--- src/verilog/ssd_pkg.sv ---
/*
 * shared constants, field positions, reset values and carrier structs
 * for the serial status and data buffer.
 * assumes a byte-wide register port and an outside shift engine on the
 * same bus clock.
 */
//
// Overview of operation
// receive flag in status bit 7 on copy
// status bit 5 shows transmit register empty
// mode fault bit 4 on select low as master
// mode fault clears: status read, then control-one write
// status readable anytime, writes change nothing
// receive flag clears: armed status read, low read
// wide mode low-only read loses high byte
// high byte reads never touch receive flag
// empty flag clears: armed status read, low write
// data writes ignored while transmit not empty
// wide mode low-only write leaves high undefined
// high byte writes never touch empty flag
// read data valid only while receive flag set
// one data address: reads receive, writes transmit
// queued word starts right after previous transfer
// done with flag clear copies word, sets flag
// second word held while flag still set
// service before third start moves held word
// service after third start drops held word
// transfer width follows control-two width select
// mode fault with interrupt enable raises interrupt
// width select zero is byte, one is word
`default_nettype none

package ssd_pkg;

    // ----------------------------------------------------------------
    // register map
    // ----------------------------------------------------------------
    localparam int         SSD_AW       = 3;       // byte address width
    localparam logic [2:0] SSD_OFS_CTRL1 = 3'h0;   // control register one
    localparam logic [2:0] SSD_OFS_CTRL2 = 3'h1;   // control register two
    localparam logic [2:0] SSD_OFS_STAT  = 3'h3;   // serial_status
    localparam logic [2:0] SSD_OFS_DHI   = 3'h4;   // serial_data_high
    localparam logic [2:0] SSD_OFS_DLO   = 3'h5;   // serial_data_low

    // ----------------------------------------------------------------
    // field positions
    // ----------------------------------------------------------------
    localparam int SSD_ST_RCV   = 7;   // receive_complete_flag
    localparam int SSD_ST_TXE   = 5;   // transmit_empty_flag
    localparam int SSD_ST_MODE_FAULT_FLAG  = 4;   // mode_fault_flag
    localparam int SSD_C1_IE    = 7;   // serial_interrupt_enable
    localparam int SSD_C1_MSTR  = 4;   // master mode select
    localparam int SSD_C2_WIDE  = 6;   // transfer_width_select
    localparam int SSD_C2_MFDE  = 4;   // mode_fault_detect_enable

    // ----------------------------------------------------------------
    // carriers
    // ----------------------------------------------------------------
    typedef struct packed {
        logic [SSD_AW-1:0] addr;    // byte address
        logic [7:0]        wdata;   // write data
        logic              wr;      // write strobe
        logic              rd;      // read strobe
    } ssd_bus_req_t;

    typedef struct packed {
        logic        xfer_start;    // pulse: shift engine began a transfer
        logic        xfer_done;     // pulse: shift engine finished
        logic        busy;          // engine shifting
        logic [15:0] rx_word;       // received shift register content
    } ssd_link_in_t;

    typedef struct packed {
        logic        tx_load;       // pulse: take tx_word now
        logic [15:0] tx_word;       // queued transmit word
    } ssd_link_out_t;

    // whole module state
    typedef struct packed {
        logic [7:0]  ctrl1;
        logic [7:0]  ctrl2;
        logic        rcv_flag;
        logic        tx_empty;
        logic        mode_fault_flag;
        logic        rcv_armed;
        logic        tx_armed;
        logic        mode_fault_flag_armed;
        logic [15:0] rx_data;
        logic [15:0] rx_hold;
        logic        hold_valid;
        logic [15:0] tx_data;
        logic        tx_load;
        logic        irq;
        logic [7:0]  rd_data;
        logic        ss_s1;
        logic        ss_s2;
        logic        ss_prev;
    } ssd_state_t;

    localparam logic [7:0]  SSD_CTRL1_RST = 8'h00;
    localparam logic [7:0]  SSD_CTRL2_RST = 8'h00;
    localparam logic [15:0] SSD_DATA_RST  = 16'h0000;

    // reset image: transmit register empty, select pin idle high
    localparam ssd_state_t SSD_STATE_RST = '{
        ctrl1: SSD_CTRL1_RST, ctrl2: SSD_CTRL2_RST,
        rcv_flag: 1'b0, tx_empty: 1'b1, mode_fault_flag: 1'b0,
        rcv_armed: 1'b0, tx_armed: 1'b0, mode_fault_flag_armed: 1'b0,
        rx_data: SSD_DATA_RST, rx_hold: SSD_DATA_RST, hold_valid: 1'b0,
        tx_data: SSD_DATA_RST, tx_load: 1'b0, irq: 1'b0, rd_data: 8'h00,
        ss_s1: 1'b1, ss_s2: 1'b1, ss_prev: 1'b1};

endpackage

`default_nettype wire

--- src/verilog/ssd_buffer.sv ---
/*
 * status flags and double-buffered data register of the serial port.
 * assumes the shift engine runs on clk_sys and gives one-cycle
 * start/done pulses; the select pin is asynchronous.
 */
`default_nettype none

module ssd_buffer
    import ssd_pkg::*;
(
    input  wire logic          clk_sys,    // 10 MHz bus clock
    input  wire logic          rst_b,      // synchronous, active low
    input  wire ssd_bus_req_t  bus_req,    // register port request
    output var  logic [7:0]    rd_data,    // read data, cycle after rd
    input  wire ssd_link_in_t  link_in,    // shift engine status
    output var  ssd_link_out_t link_out,   // shift engine load
    input  wire logic          ss_pin_b,   // slave select pin, active low
    output var  logic          master_mode, // master select bit
    output var  logic          irq         // mode fault interrupt
);

    // ----------------------------------------------------------------
    // state and decode
    // ----------------------------------------------------------------
    ssd_state_t st;          // registered state
    ssd_state_t next_st;     // next state

    logic rd_stat;           // status read
    logic rd_lo;             // low data read
    logic rd_hi;             // high data read
    logic wr_lo;             // low data write
    logic wr_hi;             // high data write
    logic wr_c1;             // control one write
    logic wr_stat;           // status write, no effect
    logic wide;              // word transfers selected
    logic fault;             // mode fault detected this cycle
    logic clr_rcv;           // receive flag service event
    logic [15:0] rx_masked;  // incoming word cut to width

    // address match helper
    function automatic logic hit(input logic [SSD_AW-1:0] a,
                                 input logic [SSD_AW-1:0] ofs);
        hit = (a == ofs);
    endfunction

    // strobe decoding
    assign rd_stat = bus_req.rd & hit(bus_req.addr, SSD_OFS_STAT);
    assign rd_lo   = bus_req.rd & hit(bus_req.addr, SSD_OFS_DLO);
    assign rd_hi   = bus_req.rd & hit(bus_req.addr, SSD_OFS_DHI);
    assign wr_lo   = bus_req.wr & hit(bus_req.addr, SSD_OFS_DLO);
    assign wr_hi   = bus_req.wr & hit(bus_req.addr, SSD_OFS_DHI);
    assign wr_c1   = bus_req.wr & hit(bus_req.addr, SSD_OFS_CTRL1);
    assign wr_stat = bus_req.wr & hit(bus_req.addr, SSD_OFS_STAT);

    // width select: zero byte, one word
    assign wide      = st.ctrl2[SSD_C2_WIDE];
    assign rx_masked = wide ? link_in.rx_word
                            : {8'h00, link_in.rx_word[7:0]};

    // select falls while master with detection on
    assign fault = st.ctrl1[SSD_C1_MSTR] & st.ctrl2[SSD_C2_MFDE]
                 & st.ss_prev & ~st.ss_s2;

    // low read after armed status read
    assign clr_rcv = rd_lo & st.rcv_armed & st.rcv_flag;

    // ----------------------------------------------------------------
    // next state
    // ----------------------------------------------------------------
    always_comb
    begin
        next_st         = st;
        next_st.tx_load = 1'b0;

        // select pin synchroniser, then edge history
        next_st.ss_s1   = ss_pin_b;
        next_st.ss_s2   = st.ss_s1;
        next_st.ss_prev = st.ss_s2;

        // read data mux, zero on idle or unmapped
        next_st.rd_data = 8'h00;
        if (bus_req.rd)
        begin
            unique case (bus_req.addr)
                SSD_OFS_CTRL1: next_st.rd_data = st.ctrl1;
                SSD_OFS_CTRL2: next_st.rd_data = st.ctrl2;
                SSD_OFS_STAT:
                begin
                    next_st.rd_data[SSD_ST_RCV]  = st.rcv_flag;
                    next_st.rd_data[SSD_ST_TXE]  = st.tx_empty;
                    next_st.rd_data[SSD_ST_MODE_FAULT_FLAG] = st.mode_fault_flag;
                end
                SSD_OFS_DHI:   next_st.rd_data = st.rx_data[15:8];
                SSD_OFS_DLO:   next_st.rd_data = st.rx_data[7:0];
                default:       next_st.rd_data = 8'h00;
            endcase
        end

        // status read arms whichever flags it saw set
        if (rd_stat)
        begin
            if (st.rcv_flag)
                next_st.rcv_armed = 1'b1;
            if (st.tx_empty)
                next_st.tx_armed = 1'b1;
            if (st.mode_fault_flag)
                next_st.mode_fault_flag_armed = 1'b1;
        end

        // control two simply stores
        if (bus_req.wr && hit(bus_req.addr, SSD_OFS_CTRL2))
            next_st.ctrl2 = bus_req.wdata;

        // ------------------------------------------------------------
        // receive side
        // ------------------------------------------------------------
        // service: held word moves up, otherwise flag drops
        if (clr_rcv)
        begin
            next_st.rcv_armed = 1'b0;
            if (st.hold_valid)
            begin
                next_st.rx_data    = st.rx_hold;
                next_st.hold_valid = 1'b0;
            end
            else
                next_st.rcv_flag = 1'b0;
        end
        else if (link_in.xfer_start && st.hold_valid)
            next_st.hold_valid = 1'b0;

        // completed transfer, set wins over a same-cycle clear
        if (link_in.xfer_done)
        begin
            if (!next_st.rcv_flag)
            begin
                next_st.rx_data  = rx_masked;
                next_st.rcv_flag = 1'b1;
            end
            else
            begin
                next_st.rx_hold    = rx_masked;
                next_st.hold_valid = 1'b1;
            end
        end

        // ------------------------------------------------------------
        // transmit side
        // ------------------------------------------------------------
        // writes only land while the register is empty
        if (st.tx_empty)
        begin
            if (wr_hi)
                next_st.tx_data[15:8] = bus_req.wdata;
            if (wr_lo)
            begin
                next_st.tx_data[7:0] = bus_req.wdata;
                if (!wide)
                    next_st.tx_data[15:8] = 8'h00;
                if (st.tx_armed)
                begin
                    next_st.tx_empty = 1'b0;
                    next_st.tx_armed = 1'b0;
                end
            end
        end

        // hand queued word to an idle engine at once
        if (!st.tx_empty && !link_in.busy && !st.tx_load)
        begin
            next_st.tx_load  = 1'b1;
            next_st.tx_empty = 1'b1;
        end

        // ------------------------------------------------------------
        // control one and mode fault
        // ------------------------------------------------------------
        if (wr_c1)
        begin
            next_st.ctrl1 = bus_req.wdata;
            if (st.mode_fault_flag_armed && st.mode_fault_flag)
            begin
                next_st.mode_fault_flag       = 1'b0;
                next_st.mode_fault_flag_armed = 1'b0;
            end
        end

        // fault wins over clear and drops to slave mode
        if (fault)
        begin
            next_st.mode_fault_flag               = 1'b1;
            next_st.ctrl1[SSD_C1_MSTR] = 1'b0;
        end

        // interrupt request follows flag and enable
        next_st.irq = next_st.mode_fault_flag & next_st.ctrl1[SSD_C1_IE];
    end

    // ----------------------------------------------------------------
    // state register
    // ----------------------------------------------------------------
    always_ff @(posedge clk_sys)
    begin
        if (!rst_b)
            st <= SSD_STATE_RST;
        else
            st <= next_st;
    end

    // ----------------------------------------------------------------
    // outputs, all from flops
    // ----------------------------------------------------------------
    assign rd_data          = st.rd_data;
    assign link_out.tx_load = st.tx_load;
    assign link_out.tx_word = st.tx_data;
    assign master_mode      = st.ctrl1[SSD_C1_MSTR];
    assign irq              = st.irq;
endmodule

`default_nettype wire

--- config.mk ---
export PLATFORM = sky130hd
export DESIGN_NAME = ssd_buffer
export DESIGN_NICKNAME = d
export VERILOG_FILES = /design/src/verilog/ssd_pkg.sv /design/src/verilog/ssd_buffer.sv
export SDC_FILE = /design/constraint.sdc
export NUM_CORES = 1
export LEC_CHECK = 0
export BUFFER_PORTS_ARGS = -buffer_cell sky130_fd_sc_hd__buf_2
export CORE_MARGIN = 2
export CORE_UTILIZATION = 30
export CTS_BUF_LIST = sky130_fd_sc_hd__clkbuf_4
export DETAILED_ROUTE_END_ITERATION = 7
export GPL_ROUTABILITY_DRIVEN = 0
export PLACE_DENSITY = 0.55
export SYNTH_ARGS = -nofsm -noshare
export SYNTH_HDL_FRONTEND = slang
export SYNTH_SLANG_ARGS = --single-unit
--- constraint.sdc ---
create_clock -name clk_sys -period 1.6 [get_ports clk_sys]
set_clock_uncertainty 0.05 [all_clocks]
set_input_delay 0.24 -clock clk_sys [delete_from_list [all_inputs] [get_ports clk_sys]]
set_output_delay 0.24 -clock clk_sys [all_outputs]
set_load 0.02 [all_outputs]
======== Yosys cells after proc, flatten, opt, wreduce, memory -nomap -nowiden ========
Cells that the tools add are included.
word-level totals
  output and inout port bits .............. 27
  register bits after elaboration ......... 84
  bits of input ports ..................... 35
  word-level logic and storage cells ...... 88
operators by class
  eq/ne operators ......................... 4
  mux-type cells .......................... 34
  reductions and logical operators ........ 16
  bitwise logic cells ..................... 13
operators with widths
  operator            count
  $mux 16             5
  $mux 33             1
  $mux 8              3
  $mux 1              19
  $mux 17             1
  $pmux 4 s4          1
  $and 1x1->1         11
  $pmux 2 s5          1
  $reduce_and 2->1    4
  $eq 3x3->1 const B  2
  $reduce_or 2->1     3
  $logic_and 1x1->1   5
  $pmux 1 s5          1
  $pmux 1 s4          1
  $eq 3x1->1 const B  1
  $eq 3x2->1 const B  1
  $logic_not 1->1     3
  $logic_not 3->1     1
  $mux 2              1
  $not 1->1           2

======== Logic depth before layout (Yosys ltp) ========
Gate-level depths: netlist of the first run.
  word-level depth ........................ 7
  mapped depth ............................ 8
  mapped depth without buffers ............ 4

======== Worst setup path before layout of the first run ========
OpenSTA, ideal clock, no wires.
  kind .................................... in2reg
  start ................................... input port bus_req[10] (netlist bit)
  end ..................................... register st (netlist bit irq)
  buffers on the path ..................... 2
  slack ................................... 0.217 ns
  stages on the path ...................... 6
  arrival time ............................ 1.214 ns
  setup time .............................. 0.119 ns
  cell sequence ........................... buf_6 nor4b_2 buf_4 mux2i_1 nor2b_2 nor2b_1
on the way
  cells in the longest elaborated chain, start to end .. 5
  elaborated cells between the ends (all ways) .. 6
  those cells by class .................... 3 x mux; 2 x bitwise; 1 x reduce/logical
RTL lines
  element                 line               RTL
  start: declaration      ssd_buffer.sv:13   input wire ssd_bus_req_t bus_req,
  $logic_not 3->1 *       ssd_buffer.sv:43   hit = (a == ofs);
  $and 1x1->1 *           ssd_buffer.sv:52   assign wr_c1 = bus_req.wr & hit(bus_req.addr, SSD_OFS_CTRL1);
  $mux 1                  ssd_buffer.sv:178  if (wr_c1)
  $mux 1                  ssd_buffer.sv:189  if (fault)
  $and 1x1->1 *           ssd_buffer.sv:196  next_st.irq = next_st.mode_fault_flag & next_st.ctrl1[SSD_C1_IE];
  end signal: assignment  ssd_buffer.sv:207  st <= next_st;
  end: declaration        ssd_buffer.sv:25   ssd_state_t st;
Mark *: on every way between the ends. The rest lies on a longest branch, timed or not.
A chain may end at the register's enable or synchronous reset.

======== Worst setup path after layout of the first run ========
  start ................................... register st[64] (netlist bit)
  end ..................................... register st[46] (netlist bit)
on the way
  cells in the longest elaborated chain, start to end .. 5
  elaborated cells between the ends (all ways) .. 6
  those cells by class .................... 4 x mux; 2 x bitwise
RTL lines
  element                            line               RTL
  $and 1x1->1 * (2 in series)        ssd_buffer.sv:65   assign clr_rcv = rd_lo & st.rcv_armed & st.rcv_flag;
  $mux 16 or $mux 1 (tied branches)  ssd_buffer.sv:118  if (clr_rcv)
  $mux 16                            ssd_buffer.sv:135  if (!next_st.rcv_flag)
  $mux 33 *                          ssd_buffer.sv:133  if (link_in.xfer_done)
Marked as above.

==> results of run 1 <==
repair_timing:
item,in CTS,in global routing
hold buffers,15,0
endpoints found under the hold margin,15,0
setup endpoints to repair,0,9
resized for setup,0,2
buffers inserted,0,2
power by group:
part / internal [uW] / switching, uW
registers: 2160 / 43.0
logic: 206 / 219
clock network: 639 / 708
worst min-delay path: stages:
cell     delay (ns)
buf_2          0.12
mux2i_1        0.07
nor2_1         0.08
registers in the layout (all words and copies together), names as in the netlist:
| name | cells |
|---|---|
| st | 55 |
| link_out | 17 |
| master_mode | 1 |
| irq | 1 |
| next_st | 2 |
| rd_data | 8 |
area by class of cell:
cell class                      instances  share of cell area
Clock buffer                           10             0.01672
Sequential cell                        84              0.3745
Inverter                                2            0.001672
Timing Repair Buffer                  100              0.1527
Multi-Input combinational cell        267              0.3887
Antenna cell                            1           0.0005573
Clock inverter                          5             0.01727
Tap cell                              172             0.04792
cells by family (layout without fill, tap and decap cells):
family	Yosys count	count (layout)	synth area share
AOI/OAI and AO/OA	74	74	0.1318
buffers and inverters	56	117	0.09984
DFF	84	84	0.4428
muxes	33	33	0.1071
other	0	1	0
and+or+nand+nor	160	160	0.2185
cells in the final DEF (no fill, tap or decap), types with 5 or more instances in the layout:
master / count
nor2_1: 11
mux2i_1: 26
nand3_1: 14
nor2b_1: 29
a21boi_0: 9
nand2_1: 71
clkbuf_4: 10
a31oi_1: 16
and2_1: 8
dlygate4sd3_1: 15
o21ai_2: 8
o21ai_1: 7
buf_2: 61
buf_4: 20
mux4_2: 6
a21oi_1: 5
dfxtp_1: 84
o21ai_0: 19
cell usage after synthesis (all sizes together) (6+ instances only):
| cell | instances |
|---|---|
| dfxtp | 84 |
| mux2i | 26 |
| o21ai | 34 |
| nor2 | 11 |
| a21boi | 9 |
| a21oi | 6 |
| clkbuf | 10 |
| nand3 | 18 |
| and2 | 8 |
| buf | 44 |
| nor2b | 30 |
| mux4 | 6 |
| nand2 | 71 |
| a31oi | 16 |
per-stage QoR:
| stage | setup slack, ns | instance area [um^2] | hold slack [ns] | TNS (ns) |
|---|---|---|---|---|
| floorplan | 0.2175 | 3797 | 0.2693 | 0 |
| global placement | -0.03744 | 4161 | 0.3394 | -0.4495 |
| detailed placement | -0.08975 | 4161 | 0.3436 | -1.476 |
| CTS | 0.05030 | 4464 | 0.001772 | 0 |
| global route | 0.05235 | 4491 | 0.007256 | 0 |
| finish | 0.1640 | 4491 | 0.03310 | 0 |
metal layers:
metal  routed length, um  global-route usage  vias up  share of wire
li1                    -                   -     1484              -
met1                4099              0.1737     1348           0.47
met2                4069              0.2093       63           0.47
met3                 373             0.03736        6          0.043
met4                 131             0.05635        0          0.015
met5                   0                   0        -              0
path summary, 6_finish.rpt:
path,endpoint,startpoint
max,st[46]$_SDFF_PN0_,st[64]$_SDFFE_PP0P_
min,link_out[8]$_SDFFE_PN0P_,bus_req[2]
max reg2reg,st[46]$_SDFF_PN0_,st[64]$_SDFFE_PP0P_
min reg2reg,next_st[0]$_SDFF_PN1_,next_st[1]$_SDFF_PN1_
==> impl_metrics.tcl, run 1 <==
set metrics [dict create \
    syn_area_um2 3797 \
    area_growth_pct 18.25 \
    initial_core_util 0.3046 \
    worstSetupPathType "reg -> reg" \
    critical_path.cell_chain "and3b_2 > and3_1 > buf_12 > nand2_1 > a31oi_1" \
    yosys.area.top_type "dfxtp_1" \
    vias_per_cell 4.526 \
    maxCapViolations 0 \
    ff_latch_area_um2 1682 \
    vias 2901 \
    crit_family "simple AND/OR/NAND/NOR gates" \
    cpMaxStageDelayCell "dfxtp_1" \
    max_slew_margin 0.7427 \
    fin_crit_sh 0.8975 \
    numClockSinks 84 \
    peakVddDrop_mv 0.3361 \
    rsz0062_at_grt "false" \
    yosysSeqAreaShare 0.4428 \
    hold_path_class "in -> reg" \
    grt_pass1_wl_um 13770 \
    reg2reg_depth 5 \
    required_ns 1.92 \
    layout.nets 499 \
    synth_nets 442 \
    numCtsBuffers 9 \
    synth_top_flop_cell "dfxtp_1" \
    drtAntennaViolNets 0 \
    row_count 41 \
    holdPathStages 3 \
    drv_slew 0 \
    drc 0 \
    placedCellCount 608 \
    synth_top_cell_area_share 0.4428 \
    clock_path_buffers 2 \
    worstSetupStartpointType "register" \
    htreeDepth 3 \
    grt_overflow 0 \
    crit_path_max_incr_delay_ns 0.37 \
    cp_max_fo 16 \
    fmax_mhz 696.4 \
    synth_cell_types 42 \
    crit_cells 5 \
    dieArea_um2 13570 \
    r2r_slack_ns 0.16 \
    coreArea_um2 12470 \
    yosys-top-cells-area "dfxtp_1, nand2_1, mux2i_1" \
    min_period_ns 1.436 \
    final-setup-viol-count 0 \
    synth-warning-count 0 \
    hold_viol 0 \
    io_buffers 61 \
    io_pins 62 \
    leakage_uw 0.001742 \
    grt_pass1_vias 2681 \
    cts_tree "done" \
    wl_per_cell_um 13.53 \
    worstPathArrival_ns 1.76 \
    final_util 0.3602 \
    antenna_found_initial 1 \
    die_height_um 116.5 \
    multi_input_area_um2 1745 \
    drive_above_1_share 0.2650 \
    power_density_nw_per_um2 884.7 \
    synth.avg_cell_area_um2 9.330 \
    syn_inst 407 \
    final_cells 641 \
    outcome "complete, no violations" \
    synth_seq_cells 84 \
    dp_hpwl_um 6507 \
    grt_start_max_net_pins 37 \
    first_pass_iters 4 \
    cp-end-kind "register" \
    insertion_delay_ns 0.45 \
    async_reset_ff_frac 0 \
    wl_um 8673 \
    path_buf_inv 1 \
    design_power_total_uw 3973 \
    grt_usage 0.1338 \
    dr.first_iter.drc_count 142 \
    n_fill_cell 1297 \
    synth_edf_count 0 \
    die_w_um 116.5 \
    worst_slew_pin_slew_ns 0.3849 \
    path_clk_slew_ns 0.14 \
    cts-root-buf "clkbuf_4" \
]
Note: power is estimated with default switching activity, not from simulation.
==> inputs of run 2 (changes only) <==
ABC_CLOCK_PERIOD_IN_PS = 1500   (was unset)
CAP_MARGIN = 20   (was unset)
clock period = 1.5 ns   (was 1.6 ns; I/O delays follow)
==> impl_metrics.tcl, run 2 (synthesis gave the netlist of run 1 again) <==
set metrics [dict create \
    initial_core_util 0.3046 \
    grt_pass1_wl_um 13970 \
    max_slew_margin 0.7406 \
    crit_path_max_incr_delay_ns 0.35 \
    fmax_mhz 713.6 \
    critical_path.cell_chain "and3b_2 > a41oi_4 > buf_12 > nand3_1 > o21ai_2" \
    drtAntennaViolNets 0 \
    cpMaxStageDelayCell "dfxtp_2" \
    dieArea_um2 13570 \
    hold_viol 0 \
    grt_busiest_layer "met2" \
    coreArea_um2 12470 \
    power_density_nw_per_um2 898.4 \
    p_seq_frac 0.574 \
    worstSetupPathType "reg -> reg" \
    met2_usage 0.2128 \
    antenna_found_initial 1 \
    htreeDepth 3 \
    intPower_uw 3046 \
    vias_per_cell 4.506 \
    worstSetupStartpointType "register" \
    die_height_um 116.5 \
    path_buf_inv 1 \
    worst_slew_pin_slew_ns 0.3880 \
    maxCapViolations 0 \
    mostFrequentLayoutCells "dfxtp_1, nand2_1, buf_2" \
    path_clk_slew_ns 0.13 \
    final_util 0.3653 \
    switching_power_uw 1045 \
    comb_power_share 0.115 \
    grt_pass1_vias 2798 \
    drv_slew 0 \
    cts-root-buf "clkbuf_4" \
    hold_path_class "in -> reg" \
    fin_crit_sh 0.9342 \
    row_count 41 \
    drive_above_1_share 0.2788 \
    vias 2929 \
    grt_overflow 0 \
    crit_family "simple AND/OR/NAND/NOR gates" \
    grt_usage 0.1355 \
    first_pass_iters 4 \
    n_fill_cell 1280 \
    final_common_cell "dfxtp_1" \
    leakage_uw 0.001773 \
    layout.nets 507 \
    outcome "complete, no violations" \
    rsz0062_at_grt "false" \
    area_growth_pct 19.90 \
    largest_reg_flops 55 \
    wl_um 8694 \
    cp-end-kind "register" \
    dp_hpwl_um 6459 \
    cp_max_fo 33 \
    final-setup-viol-count 0 \
    top_register "st" \
    peakVddDrop_mv 0.2708 \
    power.share.clock 0.311 \
    wl_per_cell_um 13.38 \
    fin_tns_setup_ns 0 \
    grt_start_max_net_pins 38 \
    drc 0 \
    worstPathArrival_ns 1.74 \
    numCtsBuffers 9 \
    cts_tree "done" \
    io_buffers 61 \
    die_w_um 116.5 \
    met3_usage 0.03529 \
    numClockSinks 84 \
    dr.first_iter.drc_count 172 \
    io_pins 62 \
    min_period_ns 1.401 \
    clock_path_buffers 2 \
    insertion_delay_ns 0.45 \
    grtUsageMet1 0.1763 \
    p_sw_frac 0.2554 \
    required_ns 1.84 \
]
-- run 2: timing repair --
item,CTS,global route
hold endpoints to repair,16,2
buffers inserted,1,2
hold buffers,16,2
gates resized for setup,2,4
pin swaps,1,2
endpoints found under the setup margin,21,24
-- run 2: metal layers --
metal	vias to the layer above	wire length (um)	share of wire
met2	61	3934	0.45
met5	-	0	0
met1	1348	4213	0.48
met3	16	363	0.042
met4	0	183	0.021
li1	1504	-	-
-- run 2: worst reg2reg max path, cell delays in order (launching register included) --
cell,delay [ns]
dfxtp_2,0.35
and3b_2,0.26
a41oi_4,0.26
buf_12,0.22
nand3_1,0.13
o21ai_2,0.07
-- run 2: per-stage QoR --
| stage | cell area (um^2) | hold WS (ns) | setup slack (ns) | total power, uW | std cells |
|---|---|---|---|---|---|
| 2_1_floorplan | 3797 | 0.2543 | 0.1325 | 2668 | 407 |
| 3_3_place_gp | 4204 | 0.3414 | -0.1726 | 2826 | 612 |
| 3_5_place_dp | 4204 | 0.3527 | -0.1673 | 2833 | 612 |
| 4_1_cts | 4511 | 0.0008529 | 0.06940 | 4129 | 645 |
| 5_1_grt | 4553 | 0.01065 | 0.005270 | 4296 | 650 |
| 6_report | 4553 | 0.01521 | 0.09864 | 4091 | 650 |
-- run 2: final timing paths --
check,startpoint,end,slack (ns),depth (start not counted)
setup / recovery,st[64]$_SDFFE_PP0P_,st[38]$_SDFFE_PN0P_,0.1,5
hold / removal,bus_req[9],st[75]$_SDFFE_PN0P_,0.02,3
setup reg to reg,st[64]$_SDFFE_PP0P_,st[38]$_SDFFE_PN0P_,0.1,5
hold reg to reg,next_st[1]$_SDFF_PN1_,next_st[0]$_SDFF_PN1_,0.38,1
-- run 2: layout make-up --
cell class | count | area (um^2) | area share
multi-input combinational | 267 | 1747 | 0.3836
sequential | 84 | 1685 | 0.3702
timing repair buffer | 108 | 765.7 | 0.1682
tap | 172 | 215.2 | 0.04727
clock buffer | 10 | 75.07 | 0.01649
clock inverter | 6 | 55.05 | 0.01209
inverter | 2 | 7.507 | 0.001649
antenna | 1 | 2.502 | 0.0005496
-- run 2: power groups by stage --
stage | logic [uW] | registers, uW | clock network (uW)
final | 469 | 2350 | 1270
after global routing | 517 | 2360 | 1420
after CTS | 467 | 2350 | 1310
after detailed placement | 434 | 2400 | 0
after global placement | 427 | 2400 | 0
after floorplan | 291 | 2380 | 0
==> inputs of run 3 (changes only) <==
PLACE_DENSITY = 0.52   (was 0.55)
==> impl_metrics.tcl, run 3 (synthesis gave the netlist of run 1 again) <==
set metrics [dict create \
    cpMaxStageDelayCell "dfxtp_1" \
    vias_per_cell 4.515 \
    layout.nets 503 \
    htreeDepth 3 \
    peakVddDrop_mv 0.2586 \
    first_pass_iters 5 \
    drive_above_1_share 0.2691 \
    met2_usage 0.2213 \
    io_pins 62 \
    final-setup-viol-count 0 \
    initial_core_util 0.3046 \
    die_w_um 116.5 \
    largest_reg_flops 55 \
    worstSetupStartpointType "register" \
    place_ws_ns -0.04906 \
    drtAntennaViolNets 0 \
    place_area_um2 4209 \
    final_common_cell "dfxtp_1" \
    crit_path_max_incr_delay_ns 0.43 \
    grtUsageMet1 0.1738 \
    worstPathArrival_ns 1.72 \
    met3_usage 0.03321 \
    mostFrequentLayoutCells "dfxtp_1, nand2_1, buf_2" \
    row_count 41 \
    numClockSinks 84 \
    grt_pass1_wl_um 13940 \
    hold_path_class "in -> reg" \
    n_fill_cell 1308 \
    area_growth_pct 18.22 \
    antenna_found_initial 1 \
    numCtsBuffers 9 \
    fmax_mhz 709.3 \
    clock_path_buffers 2 \
    grt_usage 0.1360 \
    r2r_slack_ns 0.09 \
    vias 2912 \
    worstSetupPathType "reg -> reg" \
    min_period_ns 1.410 \
    wl_per_cell_um 13.54 \
    cts-root-buf "clkbuf_4" \
    top_register "st" \
    maxCapViolations 0 \
    drc 0 \
    cp-end-kind "register" \
    rsz0062_at_grt "false" \
    hold_viol 0 \
    path_clk_slew_ns 0.12 \
    dr.first_iter.drc_count 115 \
    grt_overflow 0 \
    dieArea_um2 13570 \
    drv_slew 0 \
    dp_hpwl_um 6446 \
    io_buffers 61 \
    fin_area_um2 4489 \
    die_height_um 116.5 \
    critical_path.cell_chain "and3_2 > and3_1 > buf_12 > nand2_1 > a31oi_1" \
    max_slew_margin 0.7354 \
    cp_max_fo 16 \
    leakage_uw 0.001740 \
    fin_ws_ns 0.09010 \
    grt_start_max_net_pins 43 \
    wl_um 8735 \
    cts_tree "done" \
    grt_pass1_vias 2751 \
    worst_slew_pin_slew_ns 0.3957 \
    fin_crit_sh 0.9399 \
    outcome "complete, no violations" \
    grt_busiest_layer "met2" \
    insertion_delay_ns 0.43 \
    coreArea_um2 12470 \
    power_density_nw_per_um2 863.3 \
    required_ns 1.81 \
]
-- run 3: changes by cell type in the layout (fill, tap and decap cells not counted), sizes merged --
cell,change
clkbuf,-1
bufinv,-1
buf,-2
dlygate4sd3,-2
clkinvlp,+1
-- run 3: repair_timing --
item | in CTS | in global routing
gates resized for setup | 0 | 2
endpoints found under the hold margin | 18 | 0
endpoints found under the setup margin | 0 | 20
hold buffers | 16 | 0
setup buffers | 0 | 2
-- run 3: worst paths after layout --
| kind | startpoint | endpoint | depth (start not counted) |
|---|---|---|---|
| worst max-delay path | st[67]$_SDFF_PN0_ | st[48]$_SDFF_PN0_ | 5 |
| worst min-delay path | bus_req[9] | st[75]$_SDFFE_PN0P_ | 3 |
| worst max register to register | st[67]$_SDFF_PN0_ | st[48]$_SDFF_PN0_ | 5 |
| worst min register to register | next_st[1]$_SDFF_PN1_ | next_st[0]$_SDFF_PN1_ | 1 |
-- run 3: where the power goes --
part	total [uW]	switching, uW	internal, uW
clock network	1070	752	314
registers	2350	44.2	2300
logic	463	235	228
-- run 3: metal layers --
metal / wire length [um] / vias up / share of wire
met4: 133 / 0 / 0.015
met5: 0 / - / 0
met1: 4143 / 1358 / 0.47
met2: 4128 / 53 / 0.47
li1: - / 1491 / -
met3: 329 / 10 / 0.038
-- run 3: critical path, delay by kind of cell, from the launching register on --
family                 cells  cell delay (ns)
buffers and inverters      1             0.15
DFF                        1             0.43
AOI/OAI and AO/OA          1             0.17
and+or+nand+nor            3             0.55
-- run 3: cell type report --
class	count	area (um^2)	share of cell area
tap	172	215.2	0.04794
multi-input combinational	267	1739	0.3874
antenna	1	2.502	0.0005574
clock buffer	9	67.56	0.01505
timing repair buffer	104	743.2	0.1656
clock inverter	6	32.53	0.007246
inverter	2	7.507	0.001672
sequential	84	1682	0.3746
-- run 3: stage by stage --
| stage | setup TNS, ns | utilization | hold WS [ns] | std cells | total power, uW |
|---|---|---|---|---|---|
| 2_1_floorplan | 0 | - | 0.2543 | 407 | 2668 |
| 3_3_place_gp | -0.2264 | 0.3376 | 0.3470 | 611 | 2823 |
| 3_5_place_dp | -0.6411 | 0.3376 | 0.3460 | 611 | 2832 |
| 4_1_cts | 0 | 0.3585 | 0.002292 | 642 | 3928 |
| 5_1_grt | 0 | 0.3601 | 0.01137 | 645 | 4058 |
| 6_report | 0 | 0.3601 | 0.02967 | 645 | 3876 |
